File: src/wake_seq_pkg.sv
// constants shared by the edge-wake power sequencer and its serial write port
// assumes a 50 MHz system clock; all timing counts derive from it
package wake_seq_pkg;
  localparam int          CLK_HZ             = 50_000_000;
  localparam int          SHUTDOWN_DELAY_MS  = 2000;
  localparam int          SHUTDOWN_DELAY_CYC = CLK_HZ / 1000 * SHUTDOWN_DELAY_MS;
  localparam int          WDOG_TIMEOUT_MS    = 1600;
  localparam int          WDOG_TIMEOUT_CYC   = CLK_HZ / 1000 * WDOG_TIMEOUT_MS;
  localparam int          RESET_PULSE_US     = 200;
  localparam int          RESET_PULSE_CYC    = CLK_HZ / 1_000_000 * RESET_PULSE_US;
  localparam logic [5:0]  DEV_ADDR_HI        = 6'h17;
  localparam logic [7:0]  PTR_HV_TWO_OFF     = 8'h04;
  localparam logic [7:0]  HV_TWO_OFF_EDGE    = 8'h09;
  localparam logic [3:0]  HV_TWO_OFF_RESET   = 4'h0;
  localparam logic [6:0]  PTR_FIELD_MASK     = 7'h7f;
  localparam int          CNT_W              = 32;
endpackage

File: src/ser_write_if.sv
// carries decoded register writes from the serial port to the sequencer core
// assumes a single clock domain shared by both ends
interface ser_write_if;
  logic       wr_stb;
  logic [6:0] wr_ptr;
  logic [7:0] wr_data;
  modport src (output wr_stb, output wr_ptr, output wr_data);
  modport dst (input wr_stb, input wr_ptr, input wr_data);
endinterface

File: src/ser_write_port.sv
// two-wire serial slave: write transactions only; pointer byte then data byte
// assumes SCL and SDA already synchronous to MCLK; SDA driven only as open drain
module ser_write_port (
  input  wire logic clk,           // system clock
  input  wire logic rst_n,         // sync reset, active low
  input  wire logic ce,            // clock enable
  input  wire logic scl,           // serial clock level
  input  wire logic sda_in,        // serial data level
  input  wire logic addr_sel,      // address select strap
  output logic      sda_oe_n,      // low while pulling sda low
  ser_write_if.src  wr             // decoded write
);
  typedef enum logic [3:0] {S_IDLE = 4'h1, S_ADDR = 4'h2, S_PTR = 4'h4, S_DATA = 4'h8} st_type;
  st_type     st_q, st_d;
  logic       scl_q, sda_q;
  logic [7:0] sh_q, sh_d;
  logic [3:0] bit_q, bit_d;
  logic       ack_q, ack_d;
  logic [6:0] ptr_q, ptr_d;
  logic       stb_d, stb_q;
  logic [7:0] dat_q, dat_d;
  wire start = scl && scl_q && sda_q && !sda_in;
  wire stop  = scl && scl_q && !sda_q && sda_in;
  wire rise  = scl && !scl_q;
  wire fall  = !scl && scl_q;

  always_comb begin
    st_d  = st_q;
    sh_d  = sh_q;
    bit_d = bit_q;
    ack_d = ack_q;
    ptr_d = ptr_q;
    stb_d = 1'b0;
    dat_d = dat_q;
    if (start) begin
      st_d  = S_ADDR;
      bit_d = 4'h0;
      ack_d = 1'b0;
    end else if (stop) begin
      st_d  = S_IDLE;
      ack_d = 1'b0;
    end else if (st_q != S_IDLE) begin
      if (rise && bit_q < 4'h8) begin
        sh_d  = {sh_q[6:0], sda_in};
        bit_d = bit_q + 4'h1;
      end else if (fall && bit_q == 4'h8 && !ack_q) begin
        case (st_q)
          S_ADDR: begin
            // six fixed bits plus strap, write only
            if (sh_q == {wake_seq_pkg::DEV_ADDR_HI, addr_sel, 1'b0}) begin
              ack_d = 1'b1;
              st_d  = S_PTR;
            end else begin
              st_d = S_IDLE;
            end
          end
          S_PTR: begin
            ptr_d = sh_q[6:0] & wake_seq_pkg::PTR_FIELD_MASK;
            ack_d = 1'b1;
            st_d  = S_DATA;
          end
          S_DATA: begin
            dat_d = sh_q;
            stb_d = 1'b1;
            ack_d = 1'b1;
          end
          default: begin
            st_d = S_IDLE;
          end
        endcase
      end else if (fall && ack_q) begin
        ack_d = 1'b0;
        bit_d = 4'h0;
      end
    end
  end

  always_ff @(posedge clk) begin
    if (!rst_n) begin
      st_q  <= S_IDLE;
      scl_q <= 1'b1;
      sda_q <= 1'b1;
      sh_q  <= 8'h00;
      bit_q <= 4'h0;
      ack_q <= 1'b0;
      ptr_q <= 7'h00;
      stb_q <= 1'b0;
      dat_q <= 8'h00;
    end else if (ce) begin
      st_q  <= st_d;
      scl_q <= scl;
      sda_q <= sda_in;
      sh_q  <= sh_d;
      bit_q <= bit_d;
      ack_q <= ack_d;
      ptr_q <= ptr_d;
      stb_q <= stb_d;
      dat_q <= dat_d;
    end
  end

  assign sda_oe_n   = !ack_q;
  assign wr.wr_stb  = stb_q & ce;
  assign wr.wr_ptr  = ptr_q;
  assign wr.wr_data = dat_q;
endmodule

File: src/edge_wake_power_sequencer.sv
// edge-triggered wake and watchdog-governed power-down sequencer
// assumes all pins synchronous to MCLK; host drives the serial port
// Function
// - rising edge on monitor two wakes device and raises power enable
// - without watchdog activity after wake, reset pulses repeat until activity
// - power enable stays high while correct watchdog activity arrives
// - loss of watchdog activity asserts reset
// - two seconds after that reset, power enable drops low
// - then device sleeps awaiting next rising wake edge
// - first write byte loads pointer, second byte goes to selected register
module edge_wake_power_sequencer #(
  parameter int POWER_ENABLE_N_CYC  = wake_seq_pkg::SHUTDOWN_DELAY_CYC,
  parameter int WDOG_CYC  = wake_seq_pkg::WDOG_TIMEOUT_CYC,
  parameter int PULSE_CYC = wake_seq_pkg::RESET_PULSE_CYC
) (
  input  wire logic MCLK,            // system clock
  input  wire logic RST_N,           // sync reset, active low
  input  wire logic CE,              // clock enable
  input  wire logic SCL,             // serial clock
  input  wire logic SDA_IN,          // serial data in
  output logic      SDA_OE_N,        // serial data pull, low drives
  input  wire logic ADDRESS_SELECT_PIN, // address low bit strap
  input  wire logic HV_MONITOR_TWO_INPUT, // wake monitor level
  input  wire logic WATCHDOG_INPUT,  // watchdog kick
  output logic      POWER_ENABLE_N,  // regulator enable, high on
  output logic      RESET_N,         // processor reset, active low
  output logic      EDGE_MODE        // edge wake mode selected
);
  if (POWER_ENABLE_N_CYC < 1 || WDOG_CYC < 1 || PULSE_CYC < 1) begin : g_count_check
    $error("counts must be positive");
  end

  typedef enum logic [4:0] {
    S_SLEEP = 5'h01, S_PULSE = 5'h02, S_RUN = 5'h04, S_LOSS = 5'h08, S_OFF = 5'h10
  } st_type;

  ser_write_if wr ();
  ser_write_port u_port (
    .clk      (MCLK),
    .rst_n    (RST_N),
    .ce       (CE),
    .scl      (SCL),
    .sda_in   (SDA_IN),
    .addr_sel (ADDRESS_SELECT_PIN),
    .sda_oe_n (SDA_OE_N),
    .wr       (wr)
  );

  st_type      st_q, st_d;
  logic [3:0]  off_set_q, off_set_d;
  logic        mon_q, mon_d;
  logic        wdi_q, wdi_d;
  logic [31:0] cnt_q, cnt_d;
  logic [31:0] wd_q, wd_d;
  logic        pen_q, pen_d;
  logic        rst_q, rst_d;

  // true on the last cycle of a span of lim cycles
  function automatic logic reached(input logic [31:0] cnt, input int lim);
    return cnt >= 32'(lim - 1);
  endfunction

  wire edge_mode = ({4'h0, off_set_q} == wake_seq_pkg::HV_TWO_OFF_EDGE);
  wire wake_edge = HV_MONITOR_TWO_INPUT && !mon_q;
  wire wd_edge   = WATCHDOG_INPUT != wdi_q;
  wire wd_expire = reached(wd_q, WDOG_CYC);

  // mode register: only the monitor-two turn-off setting is kept, low four bits
  always_comb begin
    off_set_d = off_set_q;
    if (wr.wr_stb && {1'b0, wr.wr_ptr} == wake_seq_pkg::PTR_HV_TWO_OFF) begin
      off_set_d = wr.wr_data[3:0];
    end
  end

  always_ff @(posedge MCLK) begin
    if (!RST_N) begin
      off_set_q <= wake_seq_pkg::HV_TWO_OFF_RESET;
    end else if (CE) begin
      off_set_q <= off_set_d;
    end
  end

  // previous pin levels for the wake and watchdog edge detectors
  always_comb begin
    mon_d = HV_MONITOR_TWO_INPUT;
    wdi_d = WATCHDOG_INPUT;
  end

  always_ff @(posedge MCLK) begin
    if (!RST_N) begin
      mon_q <= 1'b0;
      wdi_q <= 1'b0;
    end else if (CE) begin
      mon_q <= mon_d;
      wdi_q <= wdi_d;
    end
  end

  always_comb begin
    st_d  = st_q;
    cnt_d = cnt_q;
    pen_d = pen_q;
    rst_d = rst_q;
    // any watchdog edge restarts the timeout window
    wd_d  = (wd_edge || wd_expire) ? 32'h0000_0000 : wd_q + 32'h0000_0001;
    case (st_q)
      S_SLEEP: begin
        pen_d = 1'b0;
        rst_d = 1'b0;
        if (edge_mode && wake_edge) begin
          st_d  = S_PULSE;
          pen_d = 1'b1;
          cnt_d = 32'h0000_0000;
          wd_d  = 32'h0000_0000;
        end
      end
      S_PULSE: begin
        cnt_d = cnt_q + 32'h0000_0001;
        if (wd_edge) begin
          st_d  = S_RUN;
          rst_d = 1'b1;
        end else if (!rst_q && reached(cnt_q, PULSE_CYC)) begin
          rst_d = 1'b1;
          cnt_d = 32'h0000_0000;
        end else if (rst_q && reached(cnt_q, WDOG_CYC)) begin
          rst_d = 1'b0;
          cnt_d = 32'h0000_0000;
        end
      end
      S_RUN: begin
        pen_d = 1'b1;
        if (!wd_edge && wd_expire) begin
          st_d  = S_LOSS;
          rst_d = 1'b0;
          cnt_d = 32'h0000_0000;
        end
      end
      S_LOSS: begin
        cnt_d = cnt_q + 32'h0000_0001;
        if (reached(cnt_q, POWER_ENABLE_N_CYC)) begin
          st_d  = S_OFF;
          pen_d = 1'b0;
        end
      end
      S_OFF: begin
        st_d = S_SLEEP;
      end
      default: begin
        st_d = S_SLEEP;
      end
    endcase
  end

  always_ff @(posedge MCLK) begin
    if (!RST_N) begin
      st_q  <= S_SLEEP;
      cnt_q <= 32'h0000_0000;
      wd_q  <= 32'h0000_0000;
      pen_q <= 1'b0;
      rst_q <= 1'b0;
    end else if (CE) begin
      st_q  <= st_d;
      cnt_q <= cnt_d;
      wd_q  <= wd_d;
      pen_q <= pen_d;
      rst_q <= rst_d;
    end
  end

  assign POWER_ENABLE_N = pen_q;
  assign RESET_N        = rst_q;
  assign EDGE_MODE      = edge_mode;

  wake_raise_a: assert property (@(posedge MCLK) disable iff (!RST_N)
    CE && st_q == S_SLEEP && edge_mode && wake_edge |=> POWER_ENABLE_N)
    else $error("wake edge did not raise power enable");
  run_hold_a: assert property (@(posedge MCLK) disable iff (!RST_N)
    st_q == S_RUN |-> POWER_ENABLE_N)
    else $error("power enable low while serviced");
  loss_reset_a: assert property (@(posedge MCLK) disable iff (!RST_N)
    $rose(st_q == S_LOSS) |-> !RESET_N)
    else $error("no reset on watchdog loss");
  loss_off_a: assert property (@(posedge MCLK) disable iff (!RST_N)
    st_q == S_LOSS && CE && cnt_q >= 32'(POWER_ENABLE_N_CYC - 1) |=> !POWER_ENABLE_N)
    else $error("power enable not dropped after delay");
  loss_hold_a: assert property (@(posedge MCLK) disable iff (!RST_N)
    st_q == S_LOSS |-> POWER_ENABLE_N)
    else $error("power enable dropped early");
  off_sleep_a: assert property (@(posedge MCLK) disable iff (!RST_N)
    st_q == S_OFF && CE |=> st_q == S_SLEEP && !POWER_ENABLE_N)
    else $error("did not sleep after power off");
  pulse_exit_a: assert property (@(posedge MCLK) disable iff (!RST_N)
    st_q == S_PULSE && CE && wd_edge |=> st_q == S_RUN && RESET_N)
    else $error("pulse train did not end on watchdog");
  mode_write_a: assert property (@(posedge MCLK) disable iff (!RST_N)
    CE && wr.wr_stb && {1'b0, wr.wr_ptr} == wake_seq_pkg::PTR_HV_TWO_OFF
    && wr.wr_data == wake_seq_pkg::HV_TWO_OFF_EDGE |=> EDGE_MODE)
    else $error("mode write not taken");
  sleep_quiet_a: assert property (@(posedge MCLK) disable iff (!RST_N)
    st_q == S_SLEEP && !(edge_mode && wake_edge) && CE |=> !POWER_ENABLE_N)
    else $error("power enable high in sleep");
  pulse_release_a: assert property (@(posedge MCLK) disable iff (!RST_N)
    st_q == S_PULSE && CE && !wd_edge && !rst_q && reached(cnt_q, PULSE_CYC) |=> RESET_N)
    else $error("reset pulse did not end");
  pulse_repeat_a: assert property (@(posedge MCLK) disable iff (!RST_N)
    st_q == S_PULSE && CE && !wd_edge && rst_q && reached(cnt_q, WDOG_CYC) |=> !RESET_N)
    else $error("reset pulse did not repeat");
  pulse_power_a: assert property (@(posedge MCLK) disable iff (!RST_N)
    st_q == S_PULSE |-> POWER_ENABLE_N)
    else $error("power enable low during pulses");
  kick_keep_a: assert property (@(posedge MCLK) disable iff (!RST_N)
    st_q == S_RUN && CE && wd_edge |=> st_q == S_RUN && RESET_N && POWER_ENABLE_N)
    else $error("serviced watchdog left run");
  run_loss_a: assert property (@(posedge MCLK) disable iff (!RST_N)
    st_q == S_RUN && CE && !wd_edge && wd_expire |=> st_q == S_LOSS && !RESET_N)
    else $error("watchdog loss not taken");
  mode_hold_a: assert property (@(posedge MCLK) disable iff (!RST_N)
    !(CE && wr.wr_stb) |=> $stable(EDGE_MODE))
    else $error("mode changed without write");
  wake_c: cover property (@(posedge MCLK) st_q == S_SLEEP ##1 st_q == S_PULSE);
  run_c: cover property (@(posedge MCLK) st_q == S_PULSE ##1 st_q == S_RUN);
  off_c: cover property (@(posedge MCLK) st_q == S_OFF);
  pulse_c: cover property (@(posedge MCLK) st_q == S_PULSE && $rose(RESET_N));
  loss_c: cover property (@(posedge MCLK) st_q == S_RUN ##1 st_q == S_LOSS);
endmodule

File: config.mk
export PLATFORM = sky130hd
export DESIGN_NAME = edge_wake_power_sequencer
export DESIGN_NICKNAME = d
export VERILOG_FILES = /design/src/wake_seq_pkg.sv /design/src/ser_write_if.sv /design/src/ser_write_port.sv /design/src/edge_wake_power_sequencer.sv
export SDC_FILE = /design/constraint.sdc
export NUM_CORES = 1
export LEC_CHECK = 0
export BUFFER_PORTS_ARGS = -buffer_cell sky130_fd_sc_hd__clkbuf_2
export CAP_MARGIN = 30
export CORE_AREA = 2 2 116 118
export CTS_CLUSTER_DIAMETER = 150
export DETAILED_ROUTE_END_ITERATION = 8
export DIE_AREA = 0 0 118 120
export PLACE_DENSITY = 0.58
export SLEW_MARGIN = 20
export SYNTH_ARGS = -nofsm -noshare
export SYNTH_HDL_FRONTEND = slang
export SYNTH_HIERARCHICAL = 1
export SYNTH_SLANG_ARGS = --single-unit
File: constraint.sdc
create_clock -name MCLK -period 4.45 [get_ports MCLK]
set_clock_uncertainty 0.05 [all_clocks]
set_input_delay 0.2225 -clock MCLK [delete_from_list [all_inputs] [get_ports MCLK]]
set_output_delay 0.2225 -clock MCLK [all_outputs]
set_load 0.01 [all_outputs]
======== Word level (Yosys, flattened, before mapping) ========
Cells that the tools add are included.
word-level totals
  bits in registers ....................... 108
  input port bits ......................... 8
  output and inout bits ................... 4
  word-level logic and storage cells ...... 148
cells by class
  $add $sub $neg .......................... 3
  magnitude comparators ................... 5
  equality and inequality tests ........... 24
  muxes and demuxes ....................... 49
  bitwise gates (word level) .............. 4
  reductions and logical operators ........ 46
operator list
  operator                                                                  number
  32-bit 2-to-1 mux                                                         8
  32-bit one-hot mux with 4 select lines                                    1
  32-bit by 27-bit >= comparator with 1-bit output (second input constant)  3
  32-bit by 1-bit adder with 32-bit output (second input constant)          2
  4-bit 2-to-1 mux                                                          11
  32-bit by 14-bit >= comparator with 1-bit output (second input constant)  1
  5-bit 2-to-1 mux                                                          4
  5-bit one-hot mux with 4 select lines                                     1
  5-bit AND reduction                                                       4
  1-bit 2-to-1 mux                                                          19
  1-bit logical AND                                                         17
  3-bit nonzero test                                                        5
  7-bit AND reduction                                                       2
  4-bit equality test (second input constant)                               3
  4-bit one-hot mux with 3 select lines                                     1
  5-bit by 3-bit inequality test with 1-bit output (second input constant)  2
  3-bit by 1-bit inequality test with 1-bit output (second input constant)  3
  8-bit by 7-bit equality test with 1-bit output                            1
  1-bit zero test                                                           8
  2-bit inequality test (second input constant)                             4
  4-bit AND reduction                                                       2
  4-bit nonzero test                                                        2
  7-bit by 3-bit equality test with 1-bit output (second input constant)    1
  1-bit one-hot mux with 3 select lines                                     2
  other kinds (22)                                                          24

======== Longest topological paths before layout ========
Gate-level depths: netlist of run 1.
  depth in word-level cells ............... 9
  gate-level depth with buffers ........... 10
  mapped depth without buffers ............ 8

======== Modules after synthesis ========
Netlist of run 1, hierarchy kept.
modules (own cells, without submodules)
  module                     instances  cells an instance  area an instance (um^2)  sequential area each (um^2)
  edge_wake_power_sequencer  1          474                4013.8                   1541.5
  ser_write_port             1          178                1650.3                   700.7

======== Least setup slack after synthesis of run 1 ========
Ideal clock, no wire load.
  path kind ............................... flip-flop to flip-flop
  start ................................... register, netlist name st_q[0]
  end ..................................... register cnt_q[31]
  setup time .............................. 0.115 ns
  data arrival time ....................... 2.173 ns
  data required time ...................... 4.285 ns
  path slack .............................. 2.113 ns
  cell stages (with the launch flop) ...... 9
  path buffers ............................ 3
  period minus slack after synthesis ...... 2.337 ns
  cells stage by stage .................... dfxtp_1 buf_2 or4b_1 a21o_1 nand2b_1 buf_2 o41ai_4 buf_6 nor2_1
RTL lines
  element                 line                              RTL
  end signal: assignment  edge_wake_power_sequencer.sv:164  cnt_q <= cnt_d;
  end: declaration        edge_wake_power_sequencer.sv:53   logic [31:0] cnt_q, cnt_d;

==> qor.csv, run 1 <==
metric,value,unit
status,finished clean,
cts_sinks,108,
multi_input_area,3164,µm²
stdcell_count,818,
track_usage,17.63,%
ff_latch_area,2162,µm²
cp-startpoint,st_q[0],
holdCritStartpoint,HV_MONITOR_TWO_INPUT,
wire_per_inst,14.54,µm
cp_slowest_cell,or4b_1,
ir_drop,0.2124,mV
required,4630,ps
holdBufCountCts,0,
core,12980,µm²
cts_root_buf,clkbuf_16,
drc,0,
syn_area_per_cell,8.639,µm²
rsz0062_at_grt,false,
met1_usage,22.97,%
finalSetupViolations,0,
finalCriticalPeriod,2830,ps
worstReg2RegStart,st_q[0],
grt_pass1_wl,20.69,mm
place_area,5688,µm²
die_w,118,µm
n_fill_cell,1316,
antenna_cells,0,
syn_to_final_growth,9.165,%
p_per_area,335.2,nW/µm²
post_cts_buffers,0,
placedCellCount,802,
timing.max_slew.rel_slack,39.94,%
worst_slew_pin_slew,899.9,ps
dieArea,14160,µm²
ctsResizeCount,0,
grtUsageMet3,2.899,%
row_count,42,
drt-initial-drc-count,255,
antenna_left,0,
dpl.hpwl,8.390,mm
met2_usage,29.29,%
cap_violations,0,
gp_congestion,0.8726,
busiest_layer,met2,
antenna_found_initial,0,
clk_latency,350,ps
vias_per_cell,5.465,
fin_crit_sh,63.59,%
dieHeight,120,µm
leakage,2.019,nW
clk_pin_slew,70,ps
slew_viol_final,0,
cts_tree,built,
grt_start_max_net_pins,33,
htreeDepth,3,
synthCells,640,
cts_inserted_buffers,9,
cp-start-kind,register,
fmax,353.4,MHz
ios,12,
end_kind,register,
wl,11.90,mm
slowest_delay,610,ps
worstSetupPathType,reg -> reg,
grt_pass1_vias,4307,
synth_area,5529,µm²
clockBufferDepth,2,
final_nets,649,
ys_warn_count,6,
synth_nets,652,
start_util,42.60,%
hp-class,in -> reg,
crit_path_cell_trace,"or4b_1, a21o_1, nand2b_1, o41ai_4, buf_4, nor2_1",
drive_gt1_share,9.034,%
crit_path_max_fanout,32,
hold_viol_final,0,
drtPass1Iterations,4,
vias,4470,
io_buffers,11,
finalSetupTns,0,ps
gr-total-overflow,0,
worstPathArrival,3010,ps
stdcell_area,6036,µm²
## per-stage QoR
| step | total power [mW] | util (%) | hold slack, ps | setup WS (ps) |
|---|---|---|---|---|
| 6_report | 2.023 | 46.50 | 124.6 | 1620 |
| 5_1_grt | 2.102 | 46.50 | 137.3 | 1397 |
| 4_1_cts | 2.052 | 46.50 | 117.1 | 1593 |
| 3_5_place_dp | 1.129 | 43.82 | 415.3 | 1609 |
| 3_3_place_gp | 1.123 | 43.58 | 400.5 | 1677 |
| 2_1_floorplan | 1.105 | - | 234.4 | 2113 |
## critical path, delay by kind of cell (launching register included)
| kind | cells | cell delay (ps) |
|---|---|---|
| and+or+nand+nor | 3 | 1210 |
| AOI/OAI and AO/OA | 2 | 690 |
| DFF | 1 | 380 |
| buffers and inverters | 1 | 370 |
## cells in the final DEF (no fill, tap or decap), types with 15 or more instances in the layout
cell / instances
a21oi_1: 20
mux2i_1: 24
xnor2_1: 41
dfxtp_1: 108
and3_1: 15
nor3_1: 20
nor4_1: 18
nor2_1: 106
xor2_1: 25
nand3_1: 46
o21ai_0: 22
nand2_1: 36
## registers in the layout, summed over array words and instances (netlist names)
register           flops
off_set_q              4
RESET_N                1
u_port/stb_q           1
u_port/wr.wr_data      4
cnt_q                 32
u_port/st_q            4
u_port/bit_q           4
u_port/wr.wr_ptr       7
st_q                   5
u_port/sh_q            8
u_port/scl_q           1
u_port/ack_q           1
POWER_ENABLE_N         1
wd_q                  32
u_port/sda_q           1
wdi_q                  1
mon_q                  1
## metal layers
layer	wire length (µm)	share of wire, %
met1	5698	48
met2	5607	47
met3	430	3.6
met4	160	1.3
met5	0	0
## layout make-up
| class | instances | area share [%] |
|---|---|---|
| clock buffer | 9 | 3.731 |
| clock inverter | 7 | 2.032 |
| inverter | 13 | 0.8085 |
| multi-input combinational | 490 | 52.43 |
| sequential | 108 | 35.82 |
| tap | 176 | 3.648 |
| timing repair buffer | 15 | 1.534 |
## report_power, final
part	internal, mW	switching (mW)	total, mW	leakage (nW)
Sequential	0.975	0.0119	0.987	0.871
Clock	0.553	0.365	0.918	0.162
Combinational	0.0419	0.0765	0.118	0.985
## path summary, 6_finish.rpt
| check | cells past startpoint | slack [ps] | endpoint |
|---|---|---|---|
| max | 6 | 1620 | cnt_q[15] |
| min | 3 | 120 | mon_q |
| max reg2reg | 6 | 1620 | cnt_q[15] |
| min reg2reg | 2 | 430 | u_port/sh_q[7] |
Note: power is estimated with default switching activity, not from simulation.
==> inputs of run 2 (changes only) <==
--- a/config.mk
+++ b/config.mk
@@ -11,7 +11,7 @@
 export CTS_CLUSTER_DIAMETER = 150
 export DETAILED_ROUTE_END_ITERATION = 8
 export DIE_AREA = 0 0 118 120
-export PLACE_DENSITY = 0.58
+export PLACE_DENSITY = 0.61
 export SLEW_MARGIN = 20
 export SYNTH_ARGS = -nofsm -noshare
 export SYNTH_HDL_FRONTEND = slang
==> constraint.sdc (replaced) <==
create_clock -name MCLK -period 2.3 [get_ports MCLK]
set_clock_uncertainty 0.05 [all_clocks]
set_input_delay 0.115 -clock MCLK [delete_from_list [all_inputs] [get_ports MCLK]]
set_output_delay 0.115 -clock MCLK [all_outputs]
set_load 0.01 [all_outputs]
==> qor.csv, run 2 (synthesized netlist as in run 1, its figures left out) <==
metric,value,unit,change
syn_to_final_growth,30.44,%,was 9.165%
hp-class,in -> reg,,unchanged
drtPass1Iterations,5,,was 4
antenna_cells,0,,unchanged
gr-total-overflow,0,,unchanged
clk_latency,360,ps,was 350 ps
antenna_found_initial,0,,unchanged
top_regs,"cnt_q: 32 flops, wd_q: 32 flops, u_port/sh_q: 8 flops",,unchanged
dpl.hpwl,9.215,mm,was 8.390 mm
fin_crit_sh,107.3,%,was 63.59%
finalCriticalPeriod,2467,ps,was 2830 ps
holdCritStartpoint,WATCHDOG_INPUT,,was HV_MONITOR_TWO_INPUT
drive_gt1_share,27.92,%,was 9.034%
timing.max_slew.rel_slack,41.10,%,was 39.94%
required,2500,ps,was 4630 ps
slowest_delay,540,ps,was 610 ps
rr_endpoint,cnt_q[4],,was cnt_q[15]
vias,4887,,was 4470
track_usage,19.27,%,was 17.63%
vias_per_cell,5.306,,was 5.465
die_w,118,µm,unchanged
crit_path_cell_trace,"or4_4, and4bb_2, o211ai_1, a32oi_2, a21oi_2, o41ai_4, buf_6, clkbuf_16, nor2_4",,"was or4b_1, a21o_1, nand2b_1, o41ai_4, buf_4, nor2_1"
final_nets,752,,was 649
r2r_cells,9,,was 6
status,"finished, violations left",,was finished clean
hold_end,wdi_q,,was mon_q
start_util,42.60,%,unchanged
power,3.857,mW,was 2.023 mW
end_kind,register,,unchanged
ff_latch_area,2170,µm²,was 2162 µm²
row_count,42,,unchanged
dieHeight,120,µm,unchanged
cap_violations,0,,unchanged
clockBufferDepth,2,,unchanged
violations,setup timing,,
worst_slack,-166.9,ps,was 1620 ps
rsz0062_at_grt,true,,was false
layout_common_cells,"102 x dfxtp_1, 93 x buf_4, 89 x nor2_1",,"was 108 x dfxtp_1, 106 x nor2_1, 46 x nand3_1"
antenna_left,0,,unchanged
grt_pass1_wl,22.38,mm,was 20.69 mm
worstPathArrival,2670,ps,was 3010 ps
worstReg2RegStart,cnt_q[28],,was st_q[0]
cts_sinks,108,,unchanged
finalSetupViolations,37,,was 0
ir_drop,0.5388,mV,was 0.2124 mV
worstSetupPathType,reg -> reg,,unchanged
ios,12,,unchanged
drt-initial-drc-count,335,,was 255
p_per_area,534.7,nW/µm²,was 335.2 nW/µm²
crit_path_max_fanout,8,,was 32
gp_congestion,0.8771,,was 0.8726
finalSetupTns,-5081,ps,was 0 ps
io_buffers,11,,unchanged
cts_inserted_buffers,9,,unchanged
fmax,405.4,MHz,was 353.4 MHz
wire_per_inst,14.61,µm,was 14.54 µm
grt_pass1_vias,4724,,was 4307
cts_tree,built,,unchanged
leakage,2.595,nW,was 2.019 nW
n_fill_cell,1199,,was 1316
drc,0,,unchanged
hold-path-cell-count,3,,unchanged
hold_ws,28.09,ps,was 124.6 ps
clk_pin_slew,80,ps,was 70 ps
grt_start_max_net_pins,33,,unchanged
htreeDepth,3,,unchanged
wl,13.46,mm,was 11.90 mm
cts_root_buf,clkbuf_16,,unchanged
reg2reg_slack,-170,ps,was 1620 ps
layout_commonest_cell,dfxtp_1,,unchanged
worst_slew_pin_slew,882.5,ps,was 899.9 ps
dp_worst_setup_slack,-166.2,ps,was 1609 ps
dieArea,14160,µm²,unchanged
core,12980,µm²,unchanged
cp_slowest_cell,or4_4,,was or4b_1
slew_viol_final,0,,unchanged
cp-start-kind,register,,unchanged
hold_viol_final,0,,unchanged
multi_input_area,3488,µm²,was 3164 µm²
[run 2: changes by cell type in the layout (fill, tap and decap cells not counted), sizes merged]
cell         previous run  this run
dlygate4sd3             0         2
clkinvlp                2         0
buf                     4       103
clkinv                  1         3
clkbuf                 20        22
bufinv                  3         0
inv                    14        17
[run 2: metrics by stage]
| step | util [%] | instance area, µm² | instances |
|---|---|---|---|
| finish | 55.56 | 7212 | 921 |
| global route | 55.56 | 7212 | 921 |
| CTS | 52.92 | 6869 | 913 |
| detailed placement | 49.57 | 6434 | 894 |
| global placement | 49.57 | 6434 | 894 |
| floorplan | - | 5558 | 640 |
[run 2: worst max-delay path by stage]
stage | from | slack (ps) | end | depth (start not counted)
final | cnt_q[28] | -170 | cnt_q[4] | 9
after detailed placement | wd_q[1] | -170 | st_q[2] | 9
after floorplan | wd_q[1] | -20 | cnt_q[31] | 8
after CTS | st_q[0] | -130 | cnt_q[26] | 8
after global routing | cnt_q[0] | -240 | cnt_q[14] | 11
after global placement | wd_q[1] | -130 | cnt_q[13] | 9
[run 2: layout make-up]
| type | instances | share of cell area (%) |
|---|---|---|
| clock buffer | 9 | 3.123 |
| multi-input combinational | 490 | 48.37 |
| sequential | 108 | 30.08 |
| clock inverter | 7 | 1.232 |
| inverter | 13 | 0.6766 |
| timing repair buffer | 118 | 13.46 |
| tap | 176 | 3.053 |
[run 2: repair_timing]
action,CTS,global route
setup endpoints to repair,38,42
buffers inserted,1,6
cloned,0,2
hold buffers,2,0
gates resized for setup,17,54
hold endpoints to repair,3,0
pin swaps,3,19
[run 2: where the power goes]
group	switching (mW)	internal, mW	leakage [nW]
logic	0.200	0.163	1.57
clock network	0.803	0.786	0.153
registers	0.0181	1.89	0.874
[run 2: layer usage]
layer  global-route usage, %  vias to the layer above  routed length (µm)
met5                       0                        -                   0
met4                   4.819                        0                 124
met3                   5.228                       12                 529
met2                   33.54                       79                6748
met1                   23.63                     2322                6053
li1                        -                     2474                   -
[run 2: worst max-delay path, delay by kind of cell (launching register included)]
family / cells / cell delay [ps]
AND/OR/NAND/NOR: 3 / 900
AO/OA/AOI/OAI: 4 / 700
flip-flops: 1 / 330
buffers and inverters: 2 / 370
